--- config.mk ---
export PLATFORM = sky130hd
export DESIGN_NAME = srsf_rx_status
export DESIGN_NICKNAME = d
export VERILOG_FILES = /design/src/srsf_pkg.sv /design/src/srsf_rx_status.sv
export SDC_FILE = /design/constraint.sdc
export NUM_CORES = 1
export LEC_CHECK = 0
export BUFFER_PORTS_ARGS = -buffer_cell sky130_fd_sc_hd__buf_2
export CORE_ASPECT_RATIO = 0.75
export CORE_UTILIZATION = 60
export CTS_BUF_LIST = sky130_fd_sc_hd__clkbuf_2 sky130_fd_sc_hd__clkbuf_4 sky130_fd_sc_hd__clkbuf_8
export CTS_CLUSTER_SIZE = 12
export DETAILED_ROUTE_END_ITERATION = 8
export PLACE_DENSITY_LB_ADDON = 0.3
export RECOVER_POWER = 50
export SYNTH_ARGS = -nofsm -noshare
export SYNTH_HDL_FRONTEND = slang
export SYNTH_SLANG_ARGS = --single-unit
--- constraint.sdc ---
create_clock -name ref_clk -period 5.7 [get_ports ref_clk]
set_input_delay 0.855 -clock ref_clk [delete_from_list [all_inputs] [get_ports ref_clk]]
set_output_delay 0.855 -clock ref_clk [all_outputs]
set_load 0.01 [all_outputs]
--- src/srsf_pkg.sv ---
// Package: register map, field positions, reset values and carrier types of the serial receive block.
package srsf_pkg;
   // Register indices on the plain register port.
   localparam logic [2:0] SRSF_ADDR_DATA = 3'h0;
   localparam logic [2:0] SRSF_ADDR_STATUS = 3'h1;
   localparam logic [2:0] SRSF_ADDR_CTRL_B = 3'h2;
   localparam logic [2:0] SRSF_ADDR_FRAME_C = 3'h3;
   localparam logic [2:0] SRSF_ADDR_BAUD_LOW = 3'h4;
   // Status register field positions.
   localparam int SRSF_ST_RX_DONE = 7;
   localparam int SRSF_ST_FRAMING = 4;
   localparam int SRSF_ST_OVERRUN = 3;
   localparam int SRSF_ST_PARITY = 2;
   // Control register B field positions.
   localparam int SRSF_CB_RX_IRQ_EN = 7;
   localparam int SRSF_CB_RX_EN = 4;
   localparam int SRSF_CB_TX_EN = 3;
   localparam int SRSF_CB_RX_BIT8 = 1;
   localparam int SRSF_CB_TX_BIT8 = 0;
   // Frame control register C field positions.
   localparam int SRSF_FC_REG_SEL = 7;
   localparam int SRSF_FC_SYNC_MODE = 6;
   localparam int SRSF_FC_PAR_HIGH = 5;
   localparam int SRSF_FC_PAR_LOW = 4;
   localparam int SRSF_FC_STOP_SEL = 3;
   localparam int SRSF_FC_SIZE1 = 2;
   localparam int SRSF_FC_SIZE0 = 1;
   // Reset values.
   localparam logic [7:0] SRSF_FRAME_C_RESET = 8'h86;
   localparam logic [7:0] SRSF_CTRL_B_RESET = 8'h00;
   localparam logic [3:0] SRSF_BAUD_HIGH_RESET = 4'h0;
   localparam logic [7:0] SRSF_BAUD_LOW_RESET = 8'h00;
   // Receive buffer depth and oversampling.
   localparam int SRSF_BUF_DEPTH = 2;
   localparam logic [3:0] SRSF_OVS_LAST = 4'hF;
   localparam logic [3:0] SRSF_OVS_MID = 4'h7;
   localparam logic [1:0] SRSF_PAR_EVEN = 2'h2;
   localparam logic [1:0] SRSF_PAR_ODD = 2'h3;

   // One receive buffer entry: data with its error flags.
   typedef struct packed {
      logic [8:0] data;
      logic framing;
      logic overrun;
      logic parity;
   } srsf_entry_t;

   // Register port request.
   typedef struct packed {
      logic [2:0] addr;
      logic [7:0] wdata;
      logic wr;
      logic rd;
   } srsf_bus_t;

   typedef enum logic [4:0] {
      SRSF_IDLE = 5'h01,
      SRSF_START = 5'h02,
      SRSF_DATA = 5'h04,
      SRSF_PARITY = 5'h08,
      SRSF_STOP = 5'h10
   } srsf_state_t;
endpackage

--- src/srsf_rx_status.sv ---
// Module: receive status, error flags, parity check and frame control of the serial transceiver.
`timescale 1ns/10ps
// Behaviour
// - Done flag high while unread data buffered
// - Clearing receiver enable flushes the buffer
// - Interrupt requested while done flag and enable
// - Data read clears done when buffer empties
// - Error flags travel with frame in buffer
// - Status writes never change error flags
// - Error flags raise no interrupt
// - Framing flag reflects first stop bit
// - Only first stop bit is checked
// - Overrun on start with buffer and shifter full
// - Overrun cleared on successful buffer transfer
// - Parity flag zero while checking disabled
// - Parity checker compares computed and received bit
// - Parity flag set only if enabled mismatch
// - Ninth transmit bit sent in nine-bit frames
// - Frame control shares location with baud high
// - Select bit reads one, must write one
// - Mode select zero means asynchronous
// - Parity field encoding, transmitter appends parity
// - Stop count for transmitter only
module srsf_rx_status
   import srsf_pkg::*;
#(
   parameter int DEPTH = SRSF_BUF_DEPTH
) (
   // Clock and reset.
   input wire logic ref_clk,
   input wire logic rst,
   // Register port.
   input wire srsf_bus_t bus,
   output logic [7:0] rdata,
   // Serial receive line.
   input wire logic rx_line,
   // Receive interrupt request and global enable.
   input wire logic global_irq_enable,
   output logic rx_done_irq,
   // Configuration seen by the transmitter.
   output logic tx_ninth_bit,
   output logic nine_bit_frames,
   output logic tx_parity_enable,
   output logic tx_parity_odd,
   output logic tx_two_stop_bits,
   output logic sync_mode,
   output logic [11:0] baud_divisor,
   output logic [2:0] frame_size
);
   // ========================================
   // Registers
   logic [7:0] serial_control_b;
   logic [7:0] frame_control_c;
   logic [3:0] baud_divisor_high;
   logic [7:0] baud_divisor_low;
   srsf_entry_t buf_mem [DEPTH];
   logic rd_ptr;
   logic wr_ptr;
   logic [1:0] fill;
   srsf_state_t state;
   logic [3:0] ovs;
   logic [3:0] bit_idx;
   logic [8:0] shift;
   logic par_calc;
   logic par_err;
   logic shift_full;
   srsf_entry_t shift_entry;
   logic overrun_pending;
   logic [11:0] baud_cnt;

   // ========================================
   // Decoding
   wire receiver_enable = serial_control_b[SRSF_CB_RX_EN];
   wire rx_done_irq_enable = serial_control_b[SRSF_CB_RX_IRQ_EN];
   wire parity_mode_high = frame_control_c[SRSF_FC_PAR_HIGH];
   wire parity_mode_low = frame_control_c[SRSF_FC_PAR_LOW];
   wire wr_data = bus.wr && bus.addr == SRSF_ADDR_DATA;
   wire rd_data = bus.rd && bus.addr == SRSF_ADDR_DATA;
   wire wr_ctrl_b = bus.wr && bus.addr == SRSF_ADDR_CTRL_B;
   wire wr_shared = bus.wr && bus.addr == SRSF_ADDR_FRAME_C;
   wire wr_frame_c = wr_shared && bus.wdata[SRSF_FC_REG_SEL];
   wire wr_baud_high = wr_shared && !bus.wdata[SRSF_FC_REG_SEL];
   wire [3:0] bits_total = nine_bit_frames ? 4'h9 : {1'b0, frame_size} + 4'h5;
   wire rx_done_flag = fill != 2'h0;
   wire buf_full = fill == DEPTH[1:0];
   wire pop = rd_data && rx_done_flag;
   wire tick = baud_cnt == 12'h000;
   wire sample = tick && ovs == SRSF_OVS_MID;
   wire bit_end = tick && ovs == SRSF_OVS_LAST;
   wire start_seen = state == SRSF_IDLE && !rx_line && receiver_enable;
   wire push = shift_full && (!buf_full || pop);
   srsf_entry_t head;
   assign head = buf_mem[rd_ptr];

   assign rx_done_irq = rx_done_flag && rx_done_irq_enable && global_irq_enable;
   assign tx_ninth_bit = serial_control_b[SRSF_CB_TX_BIT8];
   assign nine_bit_frames = frame_size == 3'h7;
   assign frame_size = {serial_control_b[2], frame_control_c[SRSF_FC_SIZE1],
      frame_control_c[SRSF_FC_SIZE0]};
   assign tx_parity_enable = parity_mode_high;
   assign tx_parity_odd = parity_mode_low;
   assign tx_two_stop_bits = frame_control_c[SRSF_FC_STOP_SEL];
   assign sync_mode = frame_control_c[SRSF_FC_SYNC_MODE];
   assign baud_divisor = {baud_divisor_high, baud_divisor_low};

   // Returns one when the computed parity disagrees with the received bit.
   function automatic logic parity_bad(input logic ones, input logic odd, input logic got);
      parity_bad = (ones ^ odd) != got;
   endfunction

   // ========================================
   // Register read path
   logic [7:0] next_rdata;
   always_comb begin
      next_rdata = 8'h00;
      unique case (bus.addr)
         SRSF_ADDR_DATA: next_rdata = head.data[7:0];
         SRSF_ADDR_STATUS: begin
            next_rdata[SRSF_ST_RX_DONE] = rx_done_flag;
            next_rdata[SRSF_ST_FRAMING] = rx_done_flag && head.framing;
            next_rdata[SRSF_ST_OVERRUN] = rx_done_flag && head.overrun;
            next_rdata[SRSF_ST_PARITY] = rx_done_flag && head.parity;
         end
         SRSF_ADDR_CTRL_B: next_rdata = {serial_control_b[7:2], head.data[8],
            serial_control_b[0]};
         SRSF_ADDR_FRAME_C: next_rdata = frame_control_c | 8'h80;
         SRSF_ADDR_BAUD_LOW: next_rdata = baud_divisor_low;
         default: next_rdata = 8'h00;
      endcase
   end

   always_ff @(posedge ref_clk) begin
      if (rst) begin
         rdata <= 8'h00;
      end else begin
         rdata <= bus.rd ? next_rdata : 8'h00;
      end
   end

   // ========================================
   // Control registers; status writes leave error flags untouched.
   always_ff @(posedge ref_clk) begin
      if (rst) begin
         serial_control_b <= SRSF_CTRL_B_RESET;
         frame_control_c <= SRSF_FRAME_C_RESET;
         baud_divisor_high <= SRSF_BAUD_HIGH_RESET;
         baud_divisor_low <= SRSF_BAUD_LOW_RESET;
      end else begin
         if (wr_ctrl_b) begin
            serial_control_b <= bus.wdata;
         end
         if (wr_frame_c) begin
            frame_control_c <= bus.wdata;
         end
         if (wr_baud_high) begin
            baud_divisor_high <= bus.wdata[3:0];
         end
         if (bus.wr && bus.addr == SRSF_ADDR_BAUD_LOW) begin
            baud_divisor_low <= bus.wdata;
         end
      end
   end

   // ========================================
   // Oversampling tick and receive state machine.
   always_ff @(posedge ref_clk) begin
      if (rst || state == SRSF_IDLE) begin
         baud_cnt <= baud_divisor;
      end else begin
         baud_cnt <= tick ? baud_divisor : baud_cnt - 12'h001;
      end
   end

   always_ff @(posedge ref_clk) begin
      if (rst || !receiver_enable) begin
         state <= SRSF_IDLE;
         ovs <= 4'h0;
         bit_idx <= 4'h0;
         shift <= 9'h000;
         par_calc <= 1'b0;
         par_err <= 1'b0;
      end else begin
         if (tick) begin
            ovs <= ovs + 4'h1;
         end
         unique case (state)
            SRSF_IDLE: begin
               ovs <= 4'h0;
               if (start_seen) begin
                  state <= SRSF_START;
               end
            end
            SRSF_START: begin
               if (sample && rx_line) begin
                  state <= SRSF_IDLE;
               end else if (bit_end) begin
                  state <= SRSF_DATA;
                  bit_idx <= 4'h0;
                  par_calc <= 1'b0;
               end
            end
            SRSF_DATA: begin
               if (sample) begin
                  shift[bit_idx] <= rx_line;
                  par_calc <= par_calc ^ rx_line;
               end
               if (bit_end) begin
                  bit_idx <= bit_idx + 4'h1;
                  if (bit_idx + 4'h1 == bits_total) begin
                     state <= parity_mode_high ? SRSF_PARITY : SRSF_STOP;
                  end
               end
            end
            SRSF_PARITY: begin
               if (sample) begin
                  par_err <= parity_bad(par_calc, parity_mode_low, rx_line);
               end
               if (bit_end) begin
                  state <= SRSF_STOP;
               end
            end
            SRSF_STOP: begin
               if (sample) begin
                  state <= SRSF_IDLE;
               end
            end
            default: state <= SRSF_IDLE;
         endcase
      end
   end

   // ========================================
   // Shift holding entry, overrun detection and receive buffer.
   wire frame_done = state == SRSF_STOP && sample && receiver_enable;
   always_ff @(posedge ref_clk) begin
      if (rst || !receiver_enable) begin
         shift_full <= 1'b0;
         shift_entry <= '0;
         overrun_pending <= 1'b0;
      end else begin
         if (start_seen && buf_full && shift_full && !pop) begin
            overrun_pending <= 1'b1;
         end else if (push) begin
            overrun_pending <= 1'b0;
         end
         if (frame_done && !(shift_full && !push)) begin
            shift_full <= 1'b1;
            shift_entry.data <= shift;
            shift_entry.framing <= !rx_line;
            shift_entry.parity <= parity_mode_high && par_err;
            shift_entry.overrun <= 1'b0;
         end else if (push) begin
            shift_full <= 1'b0;
         end
      end
   end

   always_ff @(posedge ref_clk) begin
      if (rst || !receiver_enable) begin
         rd_ptr <= 1'b0;
         wr_ptr <= 1'b0;
         fill <= 2'h0;
      end else begin
         if (push) begin
            buf_mem[wr_ptr] <= '{data: shift_entry.data, framing: shift_entry.framing,
               overrun: overrun_pending, parity: shift_entry.parity};
            wr_ptr <= !wr_ptr;
         end
         if (pop) begin
            rd_ptr <= !rd_ptr;
         end
         fill <= fill + {1'b0, push} - {1'b0, pop};
      end
   end

   // ========================================
   // Assertions
   a_done_tracks_fill: assert property (@(posedge ref_clk) disable iff (rst)
      rx_done_flag == (fill != 2'h0)) else $error("done flag disagrees with fill");
   a_disable_flush: assert property (@(posedge ref_clk) disable iff (rst)
      !receiver_enable |=> fill == 2'h0) else $error("buffer not flushed");
   a_irq_level: assert property (@(posedge ref_clk) disable iff (rst)
      rx_done_irq == (rx_done_flag && rx_done_irq_enable && global_irq_enable))
      else $error("interrupt level wrong");
   a_read_pops: assert property (@(posedge ref_clk) disable iff (rst)
      rd_data && fill == 2'h1 && !push && receiver_enable |=> !rx_done_flag)
      else $error("read did not clear done");
   a_status_write_keep: assert property (@(posedge ref_clk) disable iff (rst)
      bus.wr && bus.addr == SRSF_ADDR_STATUS && !push && !pop |=> $stable(head))
      else $error("status write changed flags");
   a_no_err_irq: assert property (@(posedge ref_clk) disable iff (rst)
      !rx_done_irq_enable |-> !rx_done_irq) else $error("error flag raised irq");
   a_framing_stop: assert property (@(posedge ref_clk) disable iff (rst)
      frame_done && !shift_full |=> shift_entry.framing == $past(!rx_line))
      else $error("framing flag wrong");
   a_parity_off: assert property (@(posedge ref_clk) disable iff (rst)
      frame_done && !parity_mode_high && !shift_full |=> !shift_entry.parity)
      else $error("parity flag set while disabled");
   a_overrun_set: assert property (@(posedge ref_clk) disable iff (rst)
      start_seen && buf_full && shift_full && !pop |=> overrun_pending)
      else $error("overrun missed");
   a_frame_c_sel: assert property (@(posedge ref_clk) disable iff (rst)
      bus.rd && bus.addr == SRSF_ADDR_FRAME_C |=> rdata[SRSF_FC_REG_SEL])
      else $error("select bit read zero");
   a_push_clears_ovr: assert property (@(posedge ref_clk) disable iff (rst)
      push && receiver_enable |=> !overrun_pending)
      else $error("overrun not cleared on transfer");
   a_rdata_idle: assert property (@(posedge ref_clk) disable iff (rst)
      !bus.rd |=> rdata == 8'h00) else $error("read data not zero when idle");
   a_fill_bound: assert property (@(posedge ref_clk) disable iff (rst)
      fill <= DEPTH[1:0]) else $error("buffer fill above depth");
   a_frame_c_write: assert property (@(posedge ref_clk) disable iff (rst)
      wr_frame_c |=> frame_control_c == $past(bus.wdata))
      else $error("frame control write lost");
   a_baud_high_write: assert property (@(posedge ref_clk) disable iff (rst)
      wr_baud_high |=> baud_divisor_high == $past(bus.wdata[3:0]) && $stable(frame_control_c))
      else $error("baud high write reached frame control");
   a_stop_once: assert property (@(posedge ref_clk) disable iff (rst)
      state == SRSF_STOP && sample && receiver_enable |=> state == SRSF_IDLE)
      else $error("receiver waited for extra stop bit");
   a_false_start: assert property (@(posedge ref_clk) disable iff (rst)
      state == SRSF_START && sample && rx_line && receiver_enable |=> state == SRSF_IDLE)
      else $error("false start not dropped");
   c_parity_err: cover property (@(posedge ref_clk) push && shift_entry.parity);
   c_framing_err: cover property (@(posedge ref_clk) push && shift_entry.framing);
   c_frame_in: cover property (@(posedge ref_clk) push);
   c_overrun: cover property (@(posedge ref_clk) overrun_pending && push);
   c_buf_full: cover property (@(posedge ref_clk) buf_full ##1 pop);
endmodule

==> impl_metrics.json <==
{
  "drive_gt1_share_pct": 10.7,
  "hold_class": "flop to flop",
  "path_clk_slew_ns": 0.11,
  "rsz0062_at_grt": "false",
  "post-route-period-util_pct": 44.7,
  "irDropWorstVdd_uv": 147,
  "pre_cts_ws_ns": 2.79,
  "fin_crit_ns": 2.55,
  "syn-num-nets": 537,
  "final_cell_count_no_fill": 658,
  "crit_type": "input pin to flop",
  "worstMarginPinSlew_ns": 1.20,
  "p_per_area_nw_per_um2": 247,
  "tns_ns": 0,
  "cts_buffer_depth": 2,
  "synthAdderAreaFrac_pct": 2.26,
  "cp-start-kind": "input pin",
  "finalPower_mw": 1.33,
  "avgSynthCellArea_um2": 9.76,
  "antenna_found_initial": 0,
  "drt-initial-drc-count": 262,
  "final_area_um2": 5380,
  "status": "completed",
  "wire_per_inst_um": 16.6,
  "synth_compound_area_share_pct": 10.9,
  "start_util_pct": 62.5,
  "required_ns": 5.92,
  "cp-end-kind": "flop",
  "fmax_ghz": 0.392,
  "cts_tree": "yes",
  "synth_top_family_by_area": "simple AND/OR/NAND/NOR gates",
  "multi_input_area_um2": 2340,
  "htree_levels": 3,
  "ys_ff_latch": 112,
  "grt_max_degree": 33,
  "die_w_um": 107,
  "timing.hold.ws_ns": 0.468,
  "syn_area_um2": 4990,
  "clock_tree.root_cell": "clkbuf_8",
  "timing.slew.headroom_pct": 20.0,
  "clock_latency_ns": 0.37,
  "numCtsBuffers": 9,
  "synth_top_area_share_pct": 35.3,
  "n_antenna_cell": 0,
  "hold_viol": 0,
  "fin_util_pct": 67.4,
  "synth-xor-area-share_pct": 3.86,
  "fin_nets": 574,
  "coreArea_um2": 7990,
  "cts_resized": 0,
  "first_pass_iters": 5,
  "netlist_top_cells_area": "dfxtp_1 (35%), edfxtp_1 (14%), nand2_1 (6.5%), mux2i_1 (5.6%), a21oi_1 (3.7%)",
  "gp_congestion": 0.944,
  "maxSlewViolCount": 0,
  "chipHeight_um": 81.0,
  "vias": 3844,
  "synth_common_cells": "dfxtp_1 (88), nand2_1 (87), nor2_1 (44)",
  "synth_most_common_cell": "dfxtp_1",
  "yosys_warnings": 0,
  "wl_um": 11000,
  "synth_edf_count": 24,
  "synth_cell_type_count": 53,
  "postCtsSetupBuffers": 0,
  "synthCells": 511,
  "cts_hold_buffers": 0,
  "drcViolationCount": 0,
  "vias_per_cell": 5.84,
  "dp.cells": 642,
  "rows": 28,
  "p_leak_nw": 2.08,
  "yosys.area_share.simple_pct": 21.8,
  "synth_flop_cell": "dfxtp_1",
  "grt_pass1_wl_um": 17700,
  "track_usage_pct": 27.0,
  "drtAntennaViolNets": 0,
  "synth_mux_area_share_pct": 8.33,
  "finClkSkew_ns": 0.0144,
  "seqCellArea_um2": 2480,
  "setup_viol": 0,
  "cap_violations": 0,
  "dpl-instance-area_um2": 5250,
  "synth_top_area_cell": "dfxtp_1",
  "grt_overflow": 0,
  "layout_setup_ws_ns": 3.15,
  "grt_pass1_vias": 3454,
  "portBuffers": 46,
  "dp_hpwl_um": 8000,
  "arrival_ns": 2.77,
  "io_pins": 47,
  "n_fill_cell": 665,
  "die_area_um2": 8690,
  "synth-async-reset-ratio_pct": 0,
  "cts.sinks": 112,
  "worstPathMaxFanout": 8,
  "ys_seq_area_share_pct": 49.8,
  "areaGrowthSynthToFinish_pct": 7.93
}
[worst max-delay path: stages]
cell,delay [ns]
clkbuf_1,0.16
or4b_4,0.59
nand3b_1,0.10
nand2_1,0.14
ha_1,0.31
inv_1,0.04
ha_1,0.17
xor2_1,0.18
xnor2_1,0.16
nor2_1,0.06
[layer usage]
metal  up-vias  part of all wire, %  global-route usage, %  wire, um
met5         -                    0                      0         0
met4         0                  1.5                   7.95       160
met3        15                  7.4                   6.50       813
met2       146                   44                   41.0      4850
met1      1819                   47                   38.5      5130
li1       1864                    -                      -         -
[kinds of logic after synthesis]
logic type,after synthesis
flops,112
buf+inv,32
mux,40
simple gates,208
fa+ha+maj,9
xor+xnor,22
compound gates,88
[flip-flops by register name, indices dropped and copies added (netlist names), named ones only]
name / count
bit_idx: 4
par_calc: 1
frame_control_c: 7
serial_control_b: 7
rdata: 8
baud_cnt: 12
par_err: 1
shift: 9
baud_divisor_high: 4
state: 5
rd_ptr: 1
overrun_pending: 1
wr_ptr: 1
baud_divisor_low: 8
shift_entry: 11
shift_full: 1
buf_mem: 24
fill: 2
ovs: 4
[report_power, final]
part           internal [mW]  switching (mW)  leakage (nW)
Combinational         0.0239          0.0432         0.998
Clock                  0.168           0.276        0.0917
Sequential             0.811         0.00719         0.989
Total                   1.00           0.327          2.08
[cells in the final DEF (no fill, tap or decap), drive strengths merged, types with 15 or more instances in the layout]
master / instances
nand2: 87
mux2i: 28
o21ai: 18
edfxtp: 24
buf: 19
dfxtp: 88
clkbuf: 38
a22oi: 15
nor2: 44
a21oi: 37
[worst paths after layout]
| path | from | depth (start not counted) | slack [ns] | endpoint |
|---|---|---|---|---|
| worst max-delay path | bus[11] | 10 | 3.15 | fill[1]$_SDFF_PP0_ |
| worst min-delay path | serial_control_b[6]$_SDFFE_PP0P_ | 2 | 0.47 | serial_control_b[6]$_SDFFE_PP0P_ |
| worst max register to register | baud_cnt[0]$_DFF_P_ | 7 | 3.22 | baud_cnt[6]$_DFF_P_ |
| worst min register to register | serial_control_b[6]$_SDFFE_PP0P_ | 2 | 0.47 | serial_control_b[6]$_SDFFE_PP0P_ |
[final cells by class]
type,instances,area share (%)
Tap cell,105,2.44
Multi-Input combinational cell,367,43.5
Clock inverter,7,1.12
Inverter,10,0.697
Timing Repair Buffer,48,3.88
Clock buffer,9,2.30
Sequential cell,112,46.1
Power figures use the tool's default switching activity.
